===== src/hpmr_pkg.sv =====
`default_nettype none

package hpmr_pkg;

  // ------------------------------------------------------------
  // map geometry
  // ------------------------------------------------------------
  localparam int NUM_QTY = 19;
  localparam int IDX_W = 5;
  localparam int ADDR_W = 16;
  localparam int WORD_W = 16;
  localparam int PAIR_W = 32;
  localparam logic [15:0] REG_NUM_BASE = 16'h0001;

  // ------------------------------------------------------------
  // not-available patterns
  // ------------------------------------------------------------
  localparam logic [31:0] FLOAT_NA = 32'h7FC00000;
  localparam logic [15:0] INT_NA = 16'h8000;

  // ------------------------------------------------------------
  // quantity table, same index order in both formats:
  // rh, temp, dewpt, dew_frost, dew_frost_1atm, dewpt_1atm, abs_hum,
  // mix_ratio, wet_bulb, h2o_conc, vapour_press, sat_press, enthalpy,
  // water_act, dewpt_diff, abs_hum_ntp, h2o_in_oil, rel_sat, mass_frac
  // ------------------------------------------------------------
  localparam logic [15:0] FLT_ADDR [NUM_QTY] = '{
    16'h0000, 16'h0002, 16'h0006, 16'h0008, 16'h000A, 16'h000C, 16'h000E,
    16'h0010, 16'h0012, 16'h0014, 16'h0016, 16'h0018, 16'h001A, 16'h001C,
    16'h001E, 16'h0020, 16'h0022, 16'h0028, 16'h0040
  };
  localparam logic [15:0] INT_ADDR [NUM_QTY] = '{
    16'h0100, 16'h0101, 16'h0103, 16'h0104, 16'h0105, 16'h0106, 16'h0107,
    16'h0108, 16'h0109, 16'h010A, 16'h010B, 16'h010C, 16'h010D, 16'h010E,
    16'h010F, 16'h0110, 16'h0111, 16'h0114, 16'h0120
  };
  // scale that the producer has already applied to each integer word
  localparam int INT_SCALE [NUM_QTY] = '{
    100, 100, 100, 100, 100, 100, 100, 100, 100, 1,
    10, 10, 100, 10000, 10, 100, 1, 100, 1
  };

  // ------------------------------------------------------------
  // types
  // ------------------------------------------------------------
  typedef enum logic [1:0] {HPMR_IDLE, HPMR_CHECK, HPMR_SEND} hpmr_state_t;

  typedef struct packed {
    logic hit;
    logic is_flt;
    logic hi;
    logic [IDX_W-1:0] idx;
  } hpmr_dec_t;

  function automatic logic [15:0] hpmr_reg_to_addr(input logic [15:0] reg_num);
    return reg_num - REG_NUM_BASE;
  endfunction

endpackage

`default_nettype wire


===== src/hpmr_regs.sv =====
`default_nettype none

module hpmr_regs
  import hpmr_pkg::*;
#(
  parameter int CNT_W = 8
) (
  // clock and reset
  input wire logic MCLK,
  input wire logic RSTN,
  // live measurements, one lane per quantity in table order
  input wire logic [NUM_QTY*PAIR_W-1:0] MEAS_FLT,
  input wire logic [NUM_QTY*WORD_W-1:0] MEAS_INT,
  input wire logic [NUM_QTY-1:0] MEAS_VALID,
  // read request from the protocol engine
  input wire logic REQ_VALID,
  input wire logic [ADDR_W-1:0] REQ_ADDR,
  input wire logic [CNT_W-1:0] REQ_COUNT,
  output logic REQ_READY,
  // read answer
  output logic RSP_VALID,
  output logic [WORD_W-1:0] RSP_DATA,
  output logic RSP_EXC,
  output logic RSP_DONE
);

  // ------------------------------------------------------------
  // state
  // ------------------------------------------------------------
  typedef struct packed {
    hpmr_state_t st;
    logic [ADDR_W-1:0] start;
    logic [ADDR_W-1:0] cur;
    logic [CNT_W-1:0] total;
    logic [CNT_W-1:0] left;
    logic [NUM_QTY-1:0][PAIR_W-1:0] snap_flt;
    logic [NUM_QTY-1:0][WORD_W-1:0] snap_int;
    logic [NUM_QTY-1:0] snap_ok;
    logic rsp_valid;
    logic [WORD_W-1:0] rsp_data;
    logic rsp_exc;
    logic rsp_done;
  } hpmr_regs_t;

  hpmr_regs_t r;
  hpmr_regs_t next_r;
  hpmr_dec_t dec;
  logic [PAIR_W-1:0] pair;

  // ------------------------------------------------------------
  // quantity slots
  // ------------------------------------------------------------
  // one slot per quantity, shared by its float pair and its integer word
  localparam logic [IDX_W-1:0] Q_RH = 5'h00;
  localparam logic [IDX_W-1:0] Q_TEMP = 5'h01;
  localparam logic [IDX_W-1:0] Q_DEWPT = 5'h02;
  localparam logic [IDX_W-1:0] Q_DEW_FROST = 5'h03;
  localparam logic [IDX_W-1:0] Q_DEW_FROST_1ATM = 5'h04;
  localparam logic [IDX_W-1:0] Q_DEWPT_1ATM = 5'h05;
  localparam logic [IDX_W-1:0] Q_ABS_HUM = 5'h06;
  localparam logic [IDX_W-1:0] Q_MIX_RATIO = 5'h07;
  localparam logic [IDX_W-1:0] Q_WET_BULB = 5'h08;
  localparam logic [IDX_W-1:0] Q_H2O_CONC = 5'h09;
  localparam logic [IDX_W-1:0] Q_VAPOUR_PRESS = 5'h0A;
  localparam logic [IDX_W-1:0] Q_SAT_PRESS = 5'h0B;
  localparam logic [IDX_W-1:0] Q_ENTHALPY = 5'h0C;
  localparam logic [IDX_W-1:0] Q_WATER_ACT = 5'h0D;
  localparam logic [IDX_W-1:0] Q_DEWPT_DIFF = 5'h0E;
  localparam logic [IDX_W-1:0] Q_ABS_HUM_NTP = 5'h0F;
  localparam logic [IDX_W-1:0] Q_H2O_IN_OIL = 5'h10;
  localparam logic [IDX_W-1:0] Q_REL_SAT = 5'h11;
  localparam logic [IDX_W-1:0] Q_MASS_FRAC = 5'h12;

  // ------------------------------------------------------------
  // address decode
  // ------------------------------------------------------------
  // a float pair owns its even address and the odd one above it
  function automatic hpmr_dec_t hpmr_flt_slot(input logic [ADDR_W-1:0] a);
    hpmr_dec_t d;
    d = '0;
    d.is_flt = 1'b1;
    d.hi = a[0];
    unique case (a[ADDR_W-1:1])
      FLT_ADDR[Q_RH][ADDR_W-1:1]: begin
        d.hit = 1'b1;
        d.idx = Q_RH;
      end
      FLT_ADDR[Q_TEMP][ADDR_W-1:1]: begin
        d.hit = 1'b1;
        d.idx = Q_TEMP;
      end
      FLT_ADDR[Q_DEWPT][ADDR_W-1:1]: begin
        d.hit = 1'b1;
        d.idx = Q_DEWPT;
      end
      FLT_ADDR[Q_DEW_FROST][ADDR_W-1:1]: begin
        d.hit = 1'b1;
        d.idx = Q_DEW_FROST;
      end
      FLT_ADDR[Q_DEW_FROST_1ATM][ADDR_W-1:1]: begin
        d.hit = 1'b1;
        d.idx = Q_DEW_FROST_1ATM;
      end
      FLT_ADDR[Q_DEWPT_1ATM][ADDR_W-1:1]: begin
        d.hit = 1'b1;
        d.idx = Q_DEWPT_1ATM;
      end
      FLT_ADDR[Q_ABS_HUM][ADDR_W-1:1]: begin
        d.hit = 1'b1;
        d.idx = Q_ABS_HUM;
      end
      FLT_ADDR[Q_MIX_RATIO][ADDR_W-1:1]: begin
        d.hit = 1'b1;
        d.idx = Q_MIX_RATIO;
      end
      FLT_ADDR[Q_WET_BULB][ADDR_W-1:1]: begin
        d.hit = 1'b1;
        d.idx = Q_WET_BULB;
      end
      FLT_ADDR[Q_H2O_CONC][ADDR_W-1:1]: begin
        d.hit = 1'b1;
        d.idx = Q_H2O_CONC;
      end
      FLT_ADDR[Q_VAPOUR_PRESS][ADDR_W-1:1]: begin
        d.hit = 1'b1;
        d.idx = Q_VAPOUR_PRESS;
      end
      FLT_ADDR[Q_SAT_PRESS][ADDR_W-1:1]: begin
        d.hit = 1'b1;
        d.idx = Q_SAT_PRESS;
      end
      FLT_ADDR[Q_ENTHALPY][ADDR_W-1:1]: begin
        d.hit = 1'b1;
        d.idx = Q_ENTHALPY;
      end
      FLT_ADDR[Q_WATER_ACT][ADDR_W-1:1]: begin
        d.hit = 1'b1;
        d.idx = Q_WATER_ACT;
      end
      FLT_ADDR[Q_DEWPT_DIFF][ADDR_W-1:1]: begin
        d.hit = 1'b1;
        d.idx = Q_DEWPT_DIFF;
      end
      FLT_ADDR[Q_ABS_HUM_NTP][ADDR_W-1:1]: begin
        d.hit = 1'b1;
        d.idx = Q_ABS_HUM_NTP;
      end
      FLT_ADDR[Q_H2O_IN_OIL][ADDR_W-1:1]: begin
        d.hit = 1'b1;
        d.idx = Q_H2O_IN_OIL;
      end
      FLT_ADDR[Q_REL_SAT][ADDR_W-1:1]: begin
        d.hit = 1'b1;
        d.idx = Q_REL_SAT;
      end
      FLT_ADDR[Q_MASS_FRAC][ADDR_W-1:1]: begin
        d.hit = 1'b1;
        d.idx = Q_MASS_FRAC;
      end
      default: begin
        d.hit = 1'b0;
      end
    endcase
    return d;
  endfunction

  // an integer is a single word, so only its exact address matches
  function automatic hpmr_dec_t hpmr_int_slot(input logic [ADDR_W-1:0] a);
    hpmr_dec_t d;
    d = '0;
    unique case (a)
      INT_ADDR[Q_RH]: begin
        d.hit = 1'b1;
        d.idx = Q_RH;
      end
      INT_ADDR[Q_TEMP]: begin
        d.hit = 1'b1;
        d.idx = Q_TEMP;
      end
      INT_ADDR[Q_DEWPT]: begin
        d.hit = 1'b1;
        d.idx = Q_DEWPT;
      end
      INT_ADDR[Q_DEW_FROST]: begin
        d.hit = 1'b1;
        d.idx = Q_DEW_FROST;
      end
      INT_ADDR[Q_DEW_FROST_1ATM]: begin
        d.hit = 1'b1;
        d.idx = Q_DEW_FROST_1ATM;
      end
      INT_ADDR[Q_DEWPT_1ATM]: begin
        d.hit = 1'b1;
        d.idx = Q_DEWPT_1ATM;
      end
      INT_ADDR[Q_ABS_HUM]: begin
        d.hit = 1'b1;
        d.idx = Q_ABS_HUM;
      end
      INT_ADDR[Q_MIX_RATIO]: begin
        d.hit = 1'b1;
        d.idx = Q_MIX_RATIO;
      end
      INT_ADDR[Q_WET_BULB]: begin
        d.hit = 1'b1;
        d.idx = Q_WET_BULB;
      end
      INT_ADDR[Q_H2O_CONC]: begin
        d.hit = 1'b1;
        d.idx = Q_H2O_CONC;
      end
      INT_ADDR[Q_VAPOUR_PRESS]: begin
        d.hit = 1'b1;
        d.idx = Q_VAPOUR_PRESS;
      end
      INT_ADDR[Q_SAT_PRESS]: begin
        d.hit = 1'b1;
        d.idx = Q_SAT_PRESS;
      end
      INT_ADDR[Q_ENTHALPY]: begin
        d.hit = 1'b1;
        d.idx = Q_ENTHALPY;
      end
      INT_ADDR[Q_WATER_ACT]: begin
        d.hit = 1'b1;
        d.idx = Q_WATER_ACT;
      end
      INT_ADDR[Q_DEWPT_DIFF]: begin
        d.hit = 1'b1;
        d.idx = Q_DEWPT_DIFF;
      end
      INT_ADDR[Q_ABS_HUM_NTP]: begin
        d.hit = 1'b1;
        d.idx = Q_ABS_HUM_NTP;
      end
      INT_ADDR[Q_H2O_IN_OIL]: begin
        d.hit = 1'b1;
        d.idx = Q_H2O_IN_OIL;
      end
      INT_ADDR[Q_REL_SAT]: begin
        d.hit = 1'b1;
        d.idx = Q_REL_SAT;
      end
      INT_ADDR[Q_MASS_FRAC]: begin
        d.hit = 1'b1;
        d.idx = Q_MASS_FRAC;
      end
      default: begin
        d.hit = 1'b0;
      end
    endcase
    return d;
  endfunction

  // an address in neither table is a miss, which the check state answers with an exception
  function automatic hpmr_dec_t hpmr_decode(input logic [ADDR_W-1:0] a);
    hpmr_dec_t d;
    d = hpmr_flt_slot(a);
    if (!d.hit) begin
      d = hpmr_int_slot(a);
    end
    return d;
  endfunction

  assign dec = hpmr_decode(r.cur);
  // missing data reads as the not-available pattern, never as an error
  assign pair = r.snap_ok[dec.idx] ? r.snap_flt[dec.idx] : FLOAT_NA;

  // ------------------------------------------------------------
  // next state
  // ------------------------------------------------------------
  always_comb begin
    next_r = r;
    next_r.rsp_valid = 1'b0;
    next_r.rsp_exc = 1'b0;
    next_r.rsp_done = 1'b0;
    unique case (r.st)
      HPMR_IDLE: begin
        if (REQ_VALID) begin
          // the port carries zero-based bus addresses
          next_r.start = REQ_ADDR;
          next_r.cur = REQ_ADDR;
          next_r.total = REQ_COUNT;
          next_r.left = REQ_COUNT;
          // whole words are frozen at once, so no read mixes two updates
          for (int i = 0; i < NUM_QTY; i++) begin
            next_r.snap_flt[i] = MEAS_FLT[i*PAIR_W +: PAIR_W];
            next_r.snap_int[i] = MEAS_INT[i*WORD_W +: WORD_W];
          end
          next_r.snap_ok = MEAS_VALID;
          if (REQ_COUNT == '0) begin
            next_r.rsp_done = 1'b1;
          end else begin
            next_r.st = HPMR_CHECK;
          end
        end
      end
      HPMR_CHECK: begin
        // the whole range is checked before any word leaves
        // limitation: the check costs one cycle per word before the first word leaves
        if (!dec.hit) begin
          next_r.rsp_exc = 1'b1;
          next_r.rsp_done = 1'b1;
          next_r.st = HPMR_IDLE;
        end else if (r.left == CNT_W'(1)) begin
          next_r.cur = r.start;
          next_r.left = r.total;
          next_r.st = HPMR_SEND;
        end else begin
          next_r.cur = r.cur + ADDR_W'(1);
          next_r.left = r.left - CNT_W'(1);
        end
      end
      HPMR_SEND: begin
        next_r.rsp_valid = 1'b1;
        // a float half comes from the frozen pair, an integer straight from its slot
        if (dec.is_flt) begin
          next_r.rsp_data = dec.hi ? pair[PAIR_W-1:WORD_W] : pair[WORD_W-1:0];
        end else begin
          next_r.rsp_data = r.snap_ok[dec.idx] ? r.snap_int[dec.idx] : INT_NA;
        end
        next_r.cur = r.cur + ADDR_W'(1);
        next_r.left = r.left - CNT_W'(1);
        if (r.left == CNT_W'(1)) begin
          next_r.rsp_done = 1'b1;
          next_r.st = HPMR_IDLE;
        end
      end
      // the fourth state code is never entered; fall back to idle rather than hang
      default: begin
        next_r.st = HPMR_IDLE;
      end
    endcase
  end

  // ------------------------------------------------------------
  // registers
  // ------------------------------------------------------------
  // reset acts at once, its release is seen at the next rising edge
  always_ff @(posedge MCLK or negedge RSTN) begin
    if (!RSTN) begin
      r <= '0;
    end else begin
      r <= next_r;
    end
  end

  // ------------------------------------------------------------
  // outputs
  // ------------------------------------------------------------
  // ready comes straight from state, so a new request may ride the done cycle
  assign REQ_READY = (r.st == HPMR_IDLE);
  assign RSP_VALID = r.rsp_valid;
  assign RSP_DATA = r.rsp_data;
  assign RSP_EXC = r.rsp_exc;
  assign RSP_DONE = r.rsp_done;

endmodule

`default_nettype wire


===== config.mk =====
export PLATFORM = sky130hd
export DESIGN_NAME = hpmr_regs
export DESIGN_NICKNAME = d
export VERILOG_FILES = /design/src/hpmr_pkg.sv /design/src/hpmr_regs.sv
export SDC_FILE = /design/constraint.sdc
export NUM_CORES = 2
export LEC_CHECK = 0
export ABC_AREA = 1
export BUFFER_PORTS_ARGS = -buffer_cell sky130_fd_sc_hd__buf_2
export CORE_AREA = 2 2 378 380
export DETAILED_ROUTE_END_ITERATION = 8
export DIE_AREA = 0 0 380 382
export SLEW_MARGIN = 20
export SYNTH_ARGS = -nofsm -noshare
export SYNTH_HDL_FRONTEND = slang
export SYNTH_SLANG_ARGS = --single-unit

===== constraint.sdc =====
create_clock -name MCLK -period 3.9 [get_ports MCLK]
set_input_delay 0.195 -clock MCLK [delete_from_list [all_inputs] [get_ports MCLK]]
set_output_delay 0.195 -clock MCLK [all_outputs]
set_load 0.005 [all_outputs]

==> results.cfg <==
[placed_design]
dp_hpwl_um = 156000
dp_cells = 8079
port_buffers = 977
gp_congestion = 0.925
placed_area_sq_mm = 0.0566
dp_slack_ps = -50.2

[min_path]
hold_class = in -> async

[global_routing]
grt_max_degree = 192
grt_pass1_wl_um = 329000
grt_overflow_total = 0
antenna_found_initial = 55
track_usage = 0.304
grt_pass1_vias = 49900

[floorplan]
die-area_sq_mm = 0.145
start_util = 0.347
die-width_um = 380
die_h_um = 382
boundaryPins = 978
fp-row-count = 138
core-area_sq_mm = 0.141

[sta]
setup_viol = 0
finalClockSkew_ps = 32.0
period_share = 0.947
tns_ps = 0
slew-limit-headroom = 0.291
setup_slack_ps = 205
worst_pin_slew_ps = 1060
min_period_ps = 3700
max_freq_ghz = 0.271
holdWs_ps = 14.9
slew_viol_final = 0
rsz0062_at_grt = true
hold_viol = 0

[layout]
area_growth_pct = 43.9
multi_input_area_sq_mm = 0.0202
mostFrequentLayoutCell = dfrtp_1
drive_gt1_frac = 0.271
final.fill_count = 12600
utilization = 0.500
instances_no_fill = 9312
final_cell_mix = dfrtp_1 (999), buf_2 (976), dlygate4sd3_1 (967)
regArea_sq_mm = 0.0250
final_nets = 8253
fin_area_sq_mm = 0.0704

[critical_path]
crit_family = simple AND/OR/NAND/NOR gates
slowest_delay_ps = 420
cp_max_fo = 55
cpMostUsedCell = nand3_1
criticalPathCategory = reg -> reg
cp.required_ps = 4530
cp-start-kind = register
arrival_ps = 4330
cp-end-kind = register
worstPathCellList = buf_4 > ha_1 > inv_1 > nor2_1 > o21ai_1 > inv_1 > nor2_1 > nand3_1 > nor2_4 > buf_12 > buf_16 > o211ai_1 > nand3_2 > nand3_1 > nand3_1 > nand2_1 > nand3_1 > nand2_1 > nand2_1 > nand3_1
crit_buf_inv = 5
cp_slowest_cell = dfrtp_1

[power_and_ir_drop]
power.density_mw_per_mm2 = 805
ir_drop_mv = 0.449
power.total_mw = 56.7
cellLeakagePower_nw = 33.6

[yosys]
syn_avg_cell_area_sq_um = 9.11
ys_ff_latch = 1000
yosys_warnings = 0
synth_async_sr_flop_share = 1.00
synth_edf_count = 0
synth_fp_nets = 6340
synthCells = 5372
ys.flop_type = dfrtp_1
ys_types = 49
syn_area_sq_mm = 0.0489
ys_seq_area_frac = 0.511

[clock_tree]
cts_tree = done
clockBufferDepth = 3
clk_pin_slew_ps = 70
clockRootBuffer = clkbuf_16
clkLatencyLatePin_ps = 750
cts_buffers = 111
cts_max_level = 3
clkSinkCount = 1000

[route]
routed_via_density = 5.25
wl_per_cell_um = 24.4
ant_nets = 0
dr.first_iter.drc_count = 4243
route.detailed.drc = 0
wl_um = 227000
first_pass_iters = 6
vias = 48900

[run]
maxCapViolCount = 0

[run_status]
status = completed
==> final cells by class <==
class | count | area share
clock buffers | 160 | 0.0449
inverters | 513 | 0.0279
well taps | 1890 | 0.0336
repair inverters | 1 | 0.000160
flip-flops and latches | 1000 | 0.355
multi-input cells | 3478 | 0.286
repair buffers | 2180 | 0.242
clock inverters | 45 | 0.00881
diodes | 45 | 0.00160
==> flip-flops by register name, indices dropped and copies added, names as in the netlist <==
register,count
RSP_VALID,1
RSP_DONE,1
RSP_EXC,1
r,981
RSP_DATA,16
==> Yosys cell counts, drive strengths merged (20+ instances only) <==
cell type  instances  area [sq um]
nand3            377          1910
mux2             523          5890
clkbuf           166           623
buf              217          1340
nor3              31           155
nand4             25           156
o21ai            268          1350
o22ai             25           156
nor2             576          2270
a21oi            537          2690
inv              509          1920
nand2            816          3130
o211ai           225          1690
dfrtp           1000         25000
a22oi             20           150
==> routing by layer <==
metal	global-route usage	share of wire	vias to the layer above
li1	-	-	21800
met1	0.381	0.40	23900
met2	0.481	0.46	2430
met3	0.0582	0.068	738
met4	0.193	0.070	22
met5	0	0.00061	-
==> logic make-up after synthesis <==
family                     synth area share
DFF                                   0.511
muxes                                 0.120
adders and majority gates           0.00256
AOI/OAI and AO/OA                     0.127
xor gates and xnor gates            0.00215
and+or+nand+nor                       0.157
buffers and inverters                0.0795
==> report_power, final <==
| group | total [mW] | internal [mW] | switching (mW) |
|---|---|---|---|
| logic | 27.4 | 10.4 | 17.1 |
| clock network | 11.1 | 6.44 | 4.65 |
| registers | 18.1 | 15.5 | 2.65 |
==> final timing paths <==
kind / start / endpoint / slack, ps / cells after the start
min in group MCLK: MEAS_FLT[7] / r[349] / 190 / 3
min reg2reg: r[983] / r[983] / 470 / 2
max in group asynchronous: RSTN / r[540] / 2520 / 4
max reg2reg: r[966] / RSP_DATA[8] / 200 / 20
max: r[966] / RSP_DATA[8] / 200 / 20
min: RSTN / r[492] / 10 / 2
==> repair_timing <==
| item | 4_1_cts | 5_1_grt |
|---|---|---|
| buffers inserted | 0 | 12 |
| cloned | 0 | 4 |
| hold buffers | 967 | 0 |
| pin swaps | 0 | 6 |
| gates resized for setup | 1 | 45 |
| endpoints found under the setup margin | 3 | 16 |
| endpoints found under the hold margin | 1034 | 0 |
Power figures use the tool's default switching activity.
